<file path="config.mk">
export PLATFORM = sky130hd
export DESIGN_NAME = sp_ctrl
export DESIGN_NICKNAME = d
export VERILOG_FILES = /design/src/sp_pkg.sv /design/src/sp_ctrl.sv /design/src/sp_baud.sv /design/src/sp_flag.sv
export VERILOG_INCLUDE_DIRS = /design/src
export SDC_FILE = /design/constraint.sdc
export NUM_CORES = 1
export LEC_CHECK = 0
export BUFFER_PORTS_ARGS = -buffer_cell sky130_fd_sc_hd__buf_2
export CAP_MARGIN = 10
export CORE_UTILIZATION = 50
export DETAILED_ROUTE_END_ITERATION = 7
export PLACE_DENSITY = 0.72
export SETUP_SLACK_MARGIN = 0.05
export SLEW_MARGIN = 20
export SYNTH_ARGS = -nofsm -noshare
export SYNTH_HDL_FRONTEND = slang
export SYNTH_SLANG_ARGS = --single-unit
</file>
<file path="constraint.sdc">
create_clock -name pclk -period 3.4 [get_ports pclk]
set_clock_uncertainty 0.1 [all_clocks]
set_input_delay 0.68 -clock pclk [delete_from_list [all_inputs] [get_ports pclk]]
set_output_delay 0.68 -clock pclk [all_outputs]
set_load 0.01 [all_outputs]
</file>
<file path="src/sp_consts.svh">
`ifndef SP_CONSTS_SVH
`define SP_CONSTS_SVH
// ============================================================
// Register offsets.
`define SP_OFF_CTRL  8'h00
`define SP_OFF_DATA  8'h04
`define SP_OFF_AUX   8'h08
`define SP_OFF_STAT  8'h0C
`define SP_OFF_CLR   8'h10
`define SP_OFF_IEN   8'h14
`define SP_OFF_ADDR  8'h18
// ============================================================
// Field positions.
`define SP_B_MSH     7
`define SP_B_MSL     6
`define SP_B_MPE     5
`define SP_B_REN     4
`define SP_B_TB8     3
`define SP_B_RB8     2
`define SP_B_TXF     1
`define SP_B_RXF     0
`define SP_B_DB      0
// ============================================================
// Reset values and broadcast address.
`define SP_CTRL_RST  5'h00
`define SP_ADDR_RST  8'h00
`define SP_BCAST     8'hFF
// ============================================================
// Bit rate divisors.
`define SP_DIV_M0    7'h0C
`define SP_DIV_M0F   7'h04
`define SP_DIV_M2    7'h40
`define SP_DIV_M2F   7'h20
`define SP_DIV_T1    7'h20
`define SP_DIV_T1F   7'h10
// ============================================================
// Frame lengths.
`define SP_BITS_M0   4'h8
`define SP_BITS_M1   4'hA
`define SP_BITS_M23  4'hB
`define SP_BITS_RXA  4'h9
`endif

</file>
<file path="src/sp_pkg.sv">
`default_nettype none
package sp_pkg;
  // ============================================================
  // Types shared by the port logic.
  typedef enum logic [1:0] {SP_MODE0, SP_MODE1, SP_MODE2, SP_MODE3} sp_mode_t;
  typedef enum logic [0:0] {TX_IDLE, TX_SHIFT} sp_tx_state_t;
  typedef enum logic [1:0] {RX_IDLE, RX_START, RX_DATA} sp_rx_state_t;
  typedef struct packed {
    logic mode_select_high;
    logic mode_select_low;
    logic multiprocessor_enable;
    logic receive_enable;
    logic tx_ninth_bit;
  } sp_ctrl_t;
  typedef struct packed {
    logic tx_done_flag;
    logic rx_done_flag;
  } sp_flags_t;
endpackage : sp_pkg
`default_nettype wire

</file>
<file path="src/sp_ctrl.sv">
// Overview of operation
// - Mode 1 multiprocessor needs stop one, address match.
// - Modes 2/3 multiprocessor needs ninth one, match.
// - Reception runs only while receive enable set.
// - Mode 0 receives one byte per enable rise.
// - Ninth transmitted bit sent in modes 2, 3.
// - Ninth received bit or mode 1 stop loaded.
// - Transmit done set after last frame bit.
// - Enabled done flags raise interrupt; software clears.
// - Receive done set after last sampled bit.
// - Mode bits pick frame of 8/10/11/11.
// - Mode 0 divides clock by 12 or 4.
// - Modes 1, 3 divide overflows by 32/16.
// - Multiprocessor bit or double baud picks faster.
// - Mode 1 frame: start, 8 data LSB first, stop.
//
// Design decisions made here: the APB interface to the registers and the placing of the registers.
`timescale 1ns/1ns
`default_nettype none
`include "sp_consts.svh"
module sp_ctrl
  import sp_pkg::*;
(
  input  wire logic        pclk,
  input  wire logic        presetn,
  input  wire logic        psel,
  input  wire logic        penable,
  input  wire logic        pwrite,
  input  wire logic [7:0]  paddr,
  input  wire logic [31:0] pwdata,
  output var  logic [31:0] prdata,
  output var  logic        pready,
  output var  logic        pslverr,
  input  wire logic        timer1_ovf,
  input  wire logic        rxd_in,
  output var  logic        rxd_out,
  output var  logic        rxd_oe,
  output var  logic        txd_out,
  output var  logic        irq
);
  sp_ctrl_t     ctrl_reg;
  sp_flags_t    flags;
  sp_flags_t    ien_reg;
  sp_mode_t     mode;
  sp_tx_state_t tx_state_reg;
  sp_rx_state_t rx_state_reg;
  logic         double_baud_reg;
  logic [7:0]   given_addr_reg;
  logic [7:0]   rx_buf_reg;
  logic         rx_ninth_bit_reg;
  logic [10:0]  tx_sr_reg;
  logic [3:0]   tx_cnt_reg;
  logic [8:0]   rx_sr_reg;
  logic [3:0]   rx_cnt_reg;
  logic         rxd_prev_reg;
  logic         ren_prev_reg;
  logic         acc;
  logic         wr;
  logic         mapped;
  logic [31:0]  rdata;
  logic         mpe;
  logic         m0;
  logic [6:0]   div;
  logic         src_en;
  logic [3:0]   tx_bits;
  logic         tx_start;
  logic         tx_mid;
  logic         tx_bit;
  logic         tx_set;
  logic         rx_go;
  logic         rx_mid;
  logic         rx_bit;
  logic         rx_last;
  logic [8:0]   rx_word;
  logic         match;
  logic         rx_accept;
  logic         rx_set;
  logic         int_pending;

  // ============================================================
  // APB slave with one wait state.
  assign acc = psel && penable;
  assign wr  = acc && pready && pwrite;

  always_comb begin
    mapped = 1'b1;
    rdata  = '0;
    case (paddr)
      `SP_OFF_CTRL: rdata = {24'h000000, ctrl_reg, rx_ninth_bit_reg, flags};
      `SP_OFF_DATA: rdata = {24'h000000, rx_buf_reg};
      `SP_OFF_AUX:  rdata = {31'h0, double_baud_reg};
      `SP_OFF_STAT: rdata = {30'h0, flags};
      `SP_OFF_CLR:  rdata = '0;
      `SP_OFF_IEN:  rdata = {30'h0, ien_reg};
      `SP_OFF_ADDR: rdata = {24'h000000, given_addr_reg};
      default:      mapped = 1'b0;
    endcase
  end

  always_ff @(posedge pclk or negedge presetn) begin
    if (!presetn) begin
      pready  <= 1'b0;
      pslverr <= 1'b0;
      prdata  <= '0;
    end else begin
      pready  <= acc && !pready;
      pslverr <= acc && !pready && !mapped;
      prdata  <= (acc && !pready && !pwrite) ? rdata : '0;
    end
  end

  // ============================================================
  // Software registers.
  always_ff @(posedge pclk or negedge presetn) begin
    if (!presetn) begin
      ctrl_reg        <= `SP_CTRL_RST;
      double_baud_reg <= 1'b0;
      ien_reg         <= '0;
      given_addr_reg  <= `SP_ADDR_RST;
    end else if (wr) begin
      case (paddr)
        `SP_OFF_CTRL: ctrl_reg        <= pwdata[`SP_B_MSH:`SP_B_TB8];
        `SP_OFF_AUX:  double_baud_reg <= pwdata[`SP_B_DB];
        `SP_OFF_IEN:  ien_reg         <= pwdata[1:0];
        `SP_OFF_ADDR: given_addr_reg  <= pwdata[7:0];
        default:      ;
      endcase
    end
  end

  // ============================================================
  // Mode decode and bit rate.
  assign mode   = sp_mode_t'({ctrl_reg.mode_select_high, ctrl_reg.mode_select_low});
  assign mpe    = ctrl_reg.multiprocessor_enable;
  assign m0     = (mode == SP_MODE0);
  assign src_en = (mode == SP_MODE1) || (mode == SP_MODE3) ? timer1_ovf : 1'b1;

  always_comb begin
    case (mode)
      SP_MODE0: div = mpe ? `SP_DIV_M0F : `SP_DIV_M0;
      SP_MODE2: div = double_baud_reg ? `SP_DIV_M2F : `SP_DIV_M2;
      default:  div = double_baud_reg ? `SP_DIV_T1F : `SP_DIV_T1;
    endcase
    case (mode)
      SP_MODE0: tx_bits = `SP_BITS_M0;
      SP_MODE1: tx_bits = `SP_BITS_M1;
      default:  tx_bits = `SP_BITS_M23;
    endcase
  end

  // ============================================================
  // Transmitter.
  assign tx_start = wr && (paddr == `SP_OFF_DATA) && (tx_state_reg == TX_IDLE);
  assign tx_set   = (tx_state_reg == TX_SHIFT) && tx_bit && (tx_cnt_reg == 4'h1);

  sp_baud #(.W(7)) u_tx_baud (
    .pclk     (pclk),
    .presetn  (presetn),
    .restart  (tx_start),
    .src_en   (src_en),
    .div      (div),
    .mid_tick (tx_mid),
    .bit_tick (tx_bit)
  );

  always_ff @(posedge pclk or negedge presetn) begin
    if (!presetn) begin
      tx_state_reg <= TX_IDLE;
      tx_sr_reg    <= '1;
      tx_cnt_reg   <= '0;
    end else begin
      case (tx_state_reg)
        TX_IDLE: begin
          if (tx_start) begin
            tx_state_reg <= TX_SHIFT;
            tx_cnt_reg   <= tx_bits;
            case (mode)
              SP_MODE0: tx_sr_reg <= {3'h7, pwdata[7:0]};
              SP_MODE1: tx_sr_reg <= {2'h3, pwdata[7:0], 1'b0};
              default:  tx_sr_reg <= {1'b1, ctrl_reg.tx_ninth_bit, pwdata[7:0], 1'b0};
            endcase
          end
        end
        TX_SHIFT: begin
          if (tx_bit) begin
            tx_sr_reg  <= {1'b1, tx_sr_reg[10:1]};
            tx_cnt_reg <= tx_cnt_reg - 1'b1;
            if (tx_cnt_reg == 4'h1) begin
              tx_state_reg <= TX_IDLE;
            end
          end
        end
        default: tx_state_reg <= TX_IDLE;
      endcase
    end
  end

  // ============================================================
  // Line outputs; mode 0 drives the shift clock on the transmit pin.
  always_ff @(posedge pclk or negedge presetn) begin
    if (!presetn) begin
      txd_out <= 1'b1;
      rxd_out <= 1'b1;
      rxd_oe  <= 1'b0;
    end else begin
      rxd_oe  <= m0 && (tx_state_reg == TX_SHIFT);
      rxd_out <= tx_sr_reg[0];
      if (m0 && tx_state_reg == TX_SHIFT) begin
        txd_out <= tx_mid ? 1'b1 : ((tx_bit && tx_cnt_reg != 4'h1) ? 1'b0 : txd_out);
      end else if (m0 && rx_state_reg == RX_DATA) begin
        txd_out <= rx_mid ? 1'b1 : (rx_bit ? 1'b0 : txd_out);
      end else if (m0) begin
        txd_out <= !(tx_start || rx_go);
      end else begin
        txd_out <= (tx_state_reg == TX_SHIFT) ? tx_sr_reg[0] : 1'b1;
      end
    end
  end

  // ============================================================
  // Receiver.
  assign rx_go = (rx_state_reg == RX_IDLE) && ctrl_reg.receive_enable &&
                 (m0 ? (!ren_prev_reg && !flags.rx_done_flag && tx_state_reg == TX_IDLE)
                     : (rxd_prev_reg && !rxd_in));
  assign rx_last   = (rx_state_reg == RX_DATA) && rx_mid && (rx_cnt_reg == 4'h1);
  assign rx_word   = {rxd_in, rx_sr_reg[8:1]};
  assign match     = (rx_word[7:0] == given_addr_reg) || (rx_word[7:0] == `SP_BCAST);
  assign rx_accept = !flags.rx_done_flag && (m0 || !mpe || (rx_word[8] && match));
  assign rx_set    = rx_last && rx_accept;

  sp_baud #(.W(7)) u_rx_baud (
    .pclk     (pclk),
    .presetn  (presetn),
    .restart  (rx_go),
    .src_en   (src_en),
    .div      (div),
    .mid_tick (rx_mid),
    .bit_tick (rx_bit)
  );

  always_ff @(posedge pclk or negedge presetn) begin
    if (!presetn) begin
      rxd_prev_reg <= 1'b1;
      ren_prev_reg <= 1'b0;
    end else begin
      rxd_prev_reg <= rxd_in;
      ren_prev_reg <= ctrl_reg.receive_enable;
    end
  end

  always_ff @(posedge pclk or negedge presetn) begin
    if (!presetn) begin
      rx_state_reg <= RX_IDLE;
      rx_sr_reg    <= '0;
      rx_cnt_reg   <= '0;
    end else if (!ctrl_reg.receive_enable) begin
      rx_state_reg <= RX_IDLE;
    end else begin
      case (rx_state_reg)
        RX_IDLE: begin
          if (rx_go) begin
            rx_state_reg <= m0 ? RX_DATA : RX_START;
            rx_cnt_reg   <= m0 ? `SP_BITS_M0 : `SP_BITS_RXA;
          end
        end
        RX_START: begin
          if (rx_mid) begin
            rx_state_reg <= rxd_in ? RX_IDLE : RX_DATA;
          end
        end
        RX_DATA: begin
          if (rx_mid) begin
            rx_sr_reg  <= rx_word;
            rx_cnt_reg <= rx_cnt_reg - 1'b1;
            if (rx_cnt_reg == 4'h1) begin
              rx_state_reg <= RX_IDLE;
            end
          end
        end
        default: rx_state_reg <= RX_IDLE;
      endcase
    end
  end

  always_ff @(posedge pclk or negedge presetn) begin
    if (!presetn) begin
      rx_buf_reg       <= '0;
      rx_ninth_bit_reg <= 1'b0;
    end else if (rx_set) begin
      rx_buf_reg <= m0 ? rx_word[8:1] : rx_word[7:0];
      if (!m0) begin
        rx_ninth_bit_reg <= rx_word[8];
      end
    end
  end

  // ============================================================
  // Done flags and interrupt.
  sp_flag u_tx_flag (
    .pclk    (pclk),
    .presetn (presetn),
    .set     (tx_set),
    .clr     (wr && paddr == `SP_OFF_CLR && pwdata[`SP_B_TXF]),
    .q       (flags.tx_done_flag)
  );

  sp_flag u_rx_flag (
    .pclk    (pclk),
    .presetn (presetn),
    .set     (rx_set),
    .clr     (wr && paddr == `SP_OFF_CLR && pwdata[`SP_B_RXF]),
    .q       (flags.rx_done_flag)
  );

  assign int_pending = |(flags & ien_reg);

  always_ff @(posedge pclk or negedge presetn) begin
    if (!presetn) begin
      irq <= 1'b0;
    end else begin
      irq <= int_pending;
    end
  end
endmodule : sp_ctrl
`default_nettype wire

</file>
<file path="src/sp_baud.sv">
`timescale 1ns/1ns
`default_nettype none
module sp_baud #(
  parameter int W = 7
) (
  input  wire logic         pclk,
  input  wire logic         presetn,
  input  wire logic         restart,
  input  wire logic         src_en,
  input  wire logic [W-1:0] div,
  output var  logic         mid_tick,
  output var  logic         bit_tick
);
  logic [W-1:0] cnt_reg;
  logic [W-1:0] half;

  // ============================================================
  // Counts source events and marks the middle and end of each bit.
  assign half     = div >> 1;
  assign mid_tick = src_en && !restart && (cnt_reg == half - 1'b1);
  assign bit_tick = src_en && !restart && (cnt_reg == div - 1'b1);

  always_ff @(posedge pclk or negedge presetn) begin
    if (!presetn) begin
      cnt_reg <= '0;
    end else if (restart || bit_tick) begin
      cnt_reg <= '0;
    end else if (src_en) begin
      cnt_reg <= cnt_reg + 1'b1;
    end
  end
endmodule : sp_baud
`default_nettype wire

</file>
<file path="src/sp_flag.sv">
`timescale 1ns/1ns
`default_nettype none
module sp_flag (
  input  wire logic pclk,
  input  wire logic presetn,
  input  wire logic set,
  input  wire logic clr,
  output var  logic q
);
  // ============================================================
  // Sticky flag; a set in the clearing cycle wins.
  always_ff @(posedge pclk or negedge presetn) begin
    if (!presetn) begin
      q <= 1'b0;
    end else if (set) begin
      q <= 1'b1;
    end else if (clr) begin
      q <= 1'b0;
    end
  end
endmodule : sp_flag
`default_nettype wire

</file>
Yosys cells after proc, flatten, opt, wreduce, memory -nomap -nowiden
Index checks and enable logic that the tools add are counted.
Widths: inputs -> output; s select.
- register bits after elaboration: 112
- latch bits: 0
- RAM bits: 0
- ROM bits: 0
- input bits: 47
- output and inout bits: 38
- logic and storage cells: 188
- memories: 0
- $add $sub $neg: 6
- $mul: 0
- div/mod/pow operators: 0
- order comparisons: 0
- equal/unequal tests: 30
- shifts and indexed selects: 0
- multiplexer cells: 50
- bitwise logic cells: 3
- reductions and logical operators: 69
- operator list (cell ; count):
    $pmux 8 s6 ; 1
    $mux 7 ; 5
    $logic_and 1x1->1 ; 32
    $mux 32 ; 1
    $eq 7x7->1 ; 4
    $eq 8x5->1 const B ; 3
    $mux 11 ; 2
    $pmux 11 s2 ; 1
    $mux 4 ; 5
    $pmux 10 s2 ; 1
    $mux 1 ; 19
    $eq 8x4->1 const B ; 2
    $pmux 4 s2 ; 2
    $add 7x1->7 const B ; 2
    $mux 2 ; 7
    $pmux 7 s2 ; 1
    $reduce_and 2->1 ; 7
    $logic_not 1->1 ; 10
    $reduce_bool 2->1 ; 5
    $ne 3x3->1 const B ; 3
    $eq 4x1->1 const B ; 2
    $eq 8x3->1 const B ; 1
    $eq 8x8->1 ; 1
    $eq 8x8->1 const B ; 1
    other kinds (24) ; 40

Logic depth before layout (Yosys ltp)
- depth in word-level cells: 12
- gate-level depth with buffers: 7
- mapped depth without buffers: 7

Cells and area by module
From an unflattened synthesis, not the netlist that was laid out.
- cell total of the unflattened synthesis: 567
- area total of the unflattened synthesis: 5367.6 µm²
- by module, submodules not included (module ; instances ; cells an instance ; area each (µm²) ; sequential area each (µm²)):
    sp_ctrl ; 1 ; 390 ; 3779.9 ; 1767.9
    sp_baud (u_rx_baud) ; 1 ; 86 ; 772.0 ; 175.2
    sp_baud (u_tx_baud) ; 1 ; 85 ; 743.2 ; 175.2
    sp_flag ; 2 ; 3 ; 36.3 ; 25.0

Worst setup path after synthesis
OpenSTA, ideal clock, no wires.
- path kind: input to register
- start: input paddr[7]
- end: register given_addr_reg[0]
- setup time: 0.125 ns
- data arrival time: 2.469 ns
- data required time: 3.175 ns
- slack: 0.706 ns
- cell stages on the path: 5
- path buffers: 1
- cells stage by stage: or4_1 -> nor4_2 -> and2_1 -> buf_2 -> mux2_2
- word-level cells in the longest chain between the ends: 2
- ends and longest elaborated chain (element ; line ; RTL):
    start: declaration ; sp_ctrl.sv:29 ; input wire logic [7:0] paddr,
    $eq 8x5->1 ; sp_ctrl.sv:121 ; case (paddr)
    $reduce_and 2->1 (no source line) ; n/a ;
    end signal: assignment ; sp_ctrl.sv:119 ; given_addr_reg <= `SP_ADDR_RST;
    end signal: assignment ; sp_ctrl.sv:125 ; `SP_OFF_ADDR: given_addr_reg <= pwdata[7:0];
    end: declaration ; sp_ctrl.sv:48 ; logic [7:0] given_addr_reg;
Every way passes these cells.
A chain may end at the register's enable or synchronous reset.

Worst setup path in the final report
- start: register ctrl_reg[4] (netlist name)
- end: register tx_sr_reg[6]
- word-level cells in the longest chain between the ends: 7
- elaborated cells on any way between the ends: 16
- classes of those cells: add/sub (1); eq/ne (5); mux (5); reduce/logical (5)
- ends and longest elaborated chain (element ; line ; RTL):
    start: declaration ; sp_ctrl.sv:41 ; sp_ctrl_t ctrl_reg;
    start signal: assignment ; sp_ctrl.sv:116 ; ctrl_reg <= `SP_CTRL_RST;
    start signal: assignment ; sp_ctrl.sv:122 ; `SP_OFF_CTRL: ctrl_reg <= pwdata[`SP_B_MSH:`SP_B_TB8];
    $eq 2x2->1, or another cell as far along ; sp_ctrl.sv:139 ; case (mode)
    $pmux 7 s2 or $logic_or 1x1->1 (tied branches) ; sp_ctrl.sv:139, sp_ctrl.sv:136 ;
    $sub 7x1->7 or $mux 1 (tied branches) ; sp_baud.sv:21, sp_ctrl.sv:136 ;
    $eq 7x7->1 or $logic_and 1x1->1 (tied branches) ; sp_baud.sv:21 ; assign bit_tick = src_en && !restart && (cnt_reg == div - 1'b1);
    $logic_and 1x1->1 ; sp_baud.sv:21 ;
    $ne 2x1->1 (no source line) ; n/a ;
    $reduce_and 2->1 (no source line) ; n/a ;
    end signal: assignment ; sp_ctrl.sv:179 ; SP_MODE1: tx_sr_reg <= {2'h3, pwdata[7:0], 1'b0};
    end signal: assignment ; sp_ctrl.sv:180 ; default: tx_sr_reg <= {1'b1, ctrl_reg.tx_ninth_bit, pwdata[7:0], 1'b0};
    end signal: assignment ; sp_ctrl.sv:186 ; tx_sr_reg <= {1'b1, tx_sr_reg[10:1]};
    end: declaration ; sp_ctrl.sv:51 ; logic [10:0] tx_sr_reg;
Several ways; a longest one is shown, not always the timed one. The select of a mux whose other input is x is not followed.

==> results_tabular.tex <==
\begin{tabular}{lr}
\hline
Metric & Value \\
\hline
\multicolumn{2}{l}{\textbf{Critical path}} \\
\quad Critical Path Sink Type & flip-flop \\
\quad Reg-to-Reg End & tx\_sr\_reg[6] \\
\quad Category of the critical setup timing path & flip-flop to flip-flop \\
\quad Crit-path most repeated cell & sky130\_fd\_sc\_hd\_\_buf\_4 \\
\quad Critical path buffers and inverters & 2 \\
\quad Source of the critical timing path & ctrl\_reg[4] \\
\quad Type of origin of the critical path & flip-flop \\
\quad Max Fanout on Critical Path & 12 \\
\quad Cells along the critical path & buf\_4 -> or2\_2 -> a221oi\_1 -> nand4\_1 -> o21ai\_0 -> buf\_4 -> mux2\_2 \\
\quad Required time reported for the critical path endpoint & 3.60 ns \\
\quad Length in cells of the worst reg-to-reg path & 7 \\
\quad Data arrival time at the worst-slack endpoint & 3.00 ns \\
\quad Crit path max-delay cell type & sky130\_fd\_sc\_hd\_\_dfrtp\_1 \\
\quad R2R setup slack & 0.60 ns \\
\quad Delay of the slowest cell on the worst path & 0.49 ns \\
\quad Launching point of the worst reg2reg path & ctrl\_reg[4] \\
\quad Crit-path leading delay family & simple AND/OR/NAND/NOR gates \\
\multicolumn{2}{l}{\textbf{Synth}} \\
\quad Fraction of registers with async set or reset after synthesis & 100\% \\
\quad Area share of the leading cell type in the synthesized netlist & 37.1\% \\
\quad Primary flip-flop cell chosen by synthesis mapping & sky130\_fd\_sc\_hd\_\_dfrtp\_1 \\
\quad Yosys warning total & 0 \\
\quad Portion of the post-synthesis area used by sequential elements & 44.0\% \\
\quad Count of cell types in the netlist & 67 \\
\quad Post-synthesis register bit count & 86 \\
\quad Synthesized area & 4930 um\^{}2 \\
\quad Biggest area consumer among synthesized cells & sky130\_fd\_sc\_hd\_\_dfrtp\_1 \\
\quad Leading post-synthesis cells by cell area & sky130\_fd\_sc\_hd\_\_dfrtp\_1 (37\%), sky130\_fd\_sc\_hd\_\_mux2\_2 (11\%), sky130\_fd\_sc\_hd\_\_dfstp\_2 (6.9\%), sky130\_fd\_sc\_hd\_\_nand2\_1 (4.9\%), sky130\_fd\_sc\_hd\_\_buf\_4 (3.8\%) \\
\quad Synth cell count leaders & sky130\_fd\_sc\_hd\_\_dfrtp\_1 (73), sky130\_fd\_sc\_hd\_\_nand2\_1 (65), sky130\_fd\_sc\_hd\_\_mux2\_2 (47) \\
\quad Gate count of the mapped netlist & 501 \\
\quad Most common cell in the netlist & sky130\_fd\_sc\_hd\_\_dfrtp\_1 \\
\quad Mean instance size in the synthesized netlist & 9.84 um\^{}2 \\
\quad Post-synth EDFFs & 0 \\
\multicolumn{2}{l}{\textbf{Die}} \\
\quad Chip Height & 101 um \\
\quad Die Width & 101 um \\
\quad Core area & 9420 um\^{}2 \\
\quad Num ports & 85 \\
\quad DIE AREA & 10300 um\^{}2 \\
\quad Rows & 35 \\
\quad Starting density of the core & 52.4\% \\
\multicolumn{2}{l}{\textbf{Worst hold path}} \\
\quad Class of the tightest hold or removal check & input pin to asynchronous set/reset pin \\
\multicolumn{2}{l}{\textbf{Clock tree}} \\
\quad H-tree levels & 3 \\
\quad Clock transition at the registers of the reported paths & 0.10 ns \\
\quad Library cell used as clock root buffer & sky130\_fd\_sc\_hd\_\_clkbuf\_8 \\
\quad Clock tree from TritonCTS & done \\
\quad Number of gates resized after cts & 0 \\
\quad Clock latency at the later pin of the worst-skew pair & 0.37 ns \\
\quad Setup Fix Bufs, Post-CTS & 0 \\
\quad TritonCTS Sinks & 86 \\
\quad Number of CTS-inserted buffers & 9 \\
\quad Hold-fix buffers, CTS & 0 \\
\quad Maximum root-to-sink buffer count & 2 \\
\multicolumn{2}{l}{\textbf{Cells and area}} \\
\quad Finished Layout Cells & 668 \\
\quad Filler cell count & 825 \\
\quad Area overhead of the layout relative to synthesis & 8.91\% \\
\quad Final core area utilization & 57.0\% \\
\quad Final instance area & 5370 um\^{}2 \\
\quad Diodes inserted & 0 \\
\quad Fin nets & 587 \\
\quad Share of final-layout standard cells stronger than drive strength 1 & 25.0\% \\
\quad Flip-flop count of the largest register after layout & 10 \\
\multicolumn{2}{l}{\textbf{Route}} \\
\quad Overall routed net length & 10800 um \\
\quad DRC violation count after routing & 0 \\
\quad Iter 0 DRT Violations & 224 \\
\quad Via count & 3769 \\
\quad WL/cell & 16.1 um \\
\quad Antenna viol nets, final & 0 \\
\quad Number of search-and-repair iterations in the first detailed-routing pass & 5 \\
\quad Post-DR vias/cell & 5.64 \\
\multicolumn{2}{l}{\textbf{STA}} \\
\quad Max-slew violation count & 0 \\
\quad RSZ-0062 raised after global routing & no \\
\quad Time the final worst path needs with I/O delays and setup & 2.80 ns \\
\quad Final count of negative-setup-slack endpoints & 0 \\
\quad Final worst slack & 0.599 ns \\
\quad Fin Hold WS & 0.196 ns \\
\quad Period utilisation layout & 82.4\% \\
\quad Slew at the pin with the worst max-slew slack & 0.773 ns \\
\quad Fmax & 357 MHz \\
\quad Fin Setup TNS & 0 ns \\
\quad Remaining max-slew budget at the tightest pin & 48.4\% \\
\quad Fin. Hold Viols & 0 \\
\multicolumn{2}{l}{\textbf{Global routing}} \\
\quad First-pass GRT wire length & 17600 um \\
\quad Total global routing track utilization & 22.3\% \\
\quad Vias in the first global route & 3532 \\
\quad Maximum number of pins on one net before global-route repair & 82 \\
\quad Initial antenna violation count & 0 \\
\quad Residual overflow from global routing & 0 \\
\multicolumn{2}{l}{\textbf{Outcome}} \\
\quad Outcome & complete, no violations \\
\multicolumn{2}{l}{\textbf{Power and ir drop}} \\
\quad Peak VDD IR & 222 uV \\
\quad Lkg Pwr & 2.50 nW \\
\quad Final Total Pwr & 2.49 mW \\
\quad P per Cell Area & 463 nW/um\^{}2 \\
\multicolumn{2}{l}{\textbf{Placement}} \\
\quad GP Congestion & 0.886 \\
\quad Port-buffer cells & 36 \\
\quad Total placed instance area & 5160 um\^{}2 \\
\quad Worst slack, placed & 0.635 ns \\
\quad Total half-perimeter wirelength after legalization and detailed placement & 7650 um \\
\quad Cell total after placement & 652 \\
\multicolumn{2}{l}{\textbf{Job}} \\
\quad Number of maximum-capacitance violations & 0 \\
\hline
\end{tabular}
==> final cells by class <==
class | count | area (um^2) | share of cell area [%]
Timing Repair Buffer | 48 | 277 | 5.15
Tap cell | 129 | 161 | 3.01
Clock buffer | 10 | 138 | 2.56
Multi-Input combinational cell | 374 | 2500 | 46.6
Sequential cell | 86 | 2170 | 40.4
Clock inverter | 6 | 68.8 | 1.28
Inverter | 15 | 56.3 | 1.05
==> layer usage <==
layer / up-vias / GRT usage (%) / wire, um
met5: - / 0 / 0
met4: 0 / 8.92 / 157
met3: 16 / 2.76 / 512
met2: 132 / 35.9 / 5100
met1: 1823 / 30.8 / 5010
li1: 1798 / - / -
==> power by group <==
part	total (mW)	leakage, nW	internal, mW	switching [mW]
logic	0.488	1.28	0.212	0.276
clock network	0.759	0.105	0.365	0.394
registers	1.24	1.12	1.10	0.138
total	2.49	2.50	1.68	0.808
==> cells in the final DEF, fill, tap and decap left out, drive strengths merged, types with 12 or more instances in the layout <==
master / netlist / layout
dfrtp: 73 / 73
nand2: 65 / 65
buf: 31 / 48
mux2: 47 / 47
nor2: 41 / 41
o21ai: 24 / 24
conb: 1 / 24
inv: 15 / 17
xor2: 16 / 16
dfstp: 13 / 13
mux2i: 12 / 12
==> how the worst max path moves through the flow <==
| stage | cells past startpoint | end | slack (ns) |
|---|---|---|---|
| finish | 7 | tx_sr_reg[6] | 0.60 |
| global route | 7 | tx_sr_reg[7] | 0.47 |
| CTS | 7 | tx_sr_reg[4] | 0.66 |
| detailed placement | 6 | given_addr_reg[6] | 0.64 |
| global placement | 6 | given_addr_reg[7] | 0.65 |
| floorplan | 5 | given_addr_reg[0] | 0.71 |
==> kinds of logic (layout without fill, tap and decap cells) <==
kind of cell / after synthesis / after routing / synth area share, %
compound gates: 81 / 81 / 11.6
xor+xnor: 24 / 24 / 4.26
fa+ha+maj: 6 / 6 / 1.52
buf+inv: 64 / 79 / 7.06
flops: 86 / 86 / 44.0
mux: 59 / 59 / 13.2
other cells: 1 / 24 / 0.0761
simple gates: 180 / 180 / 18.4
Power figures use the tool's default switching activity.
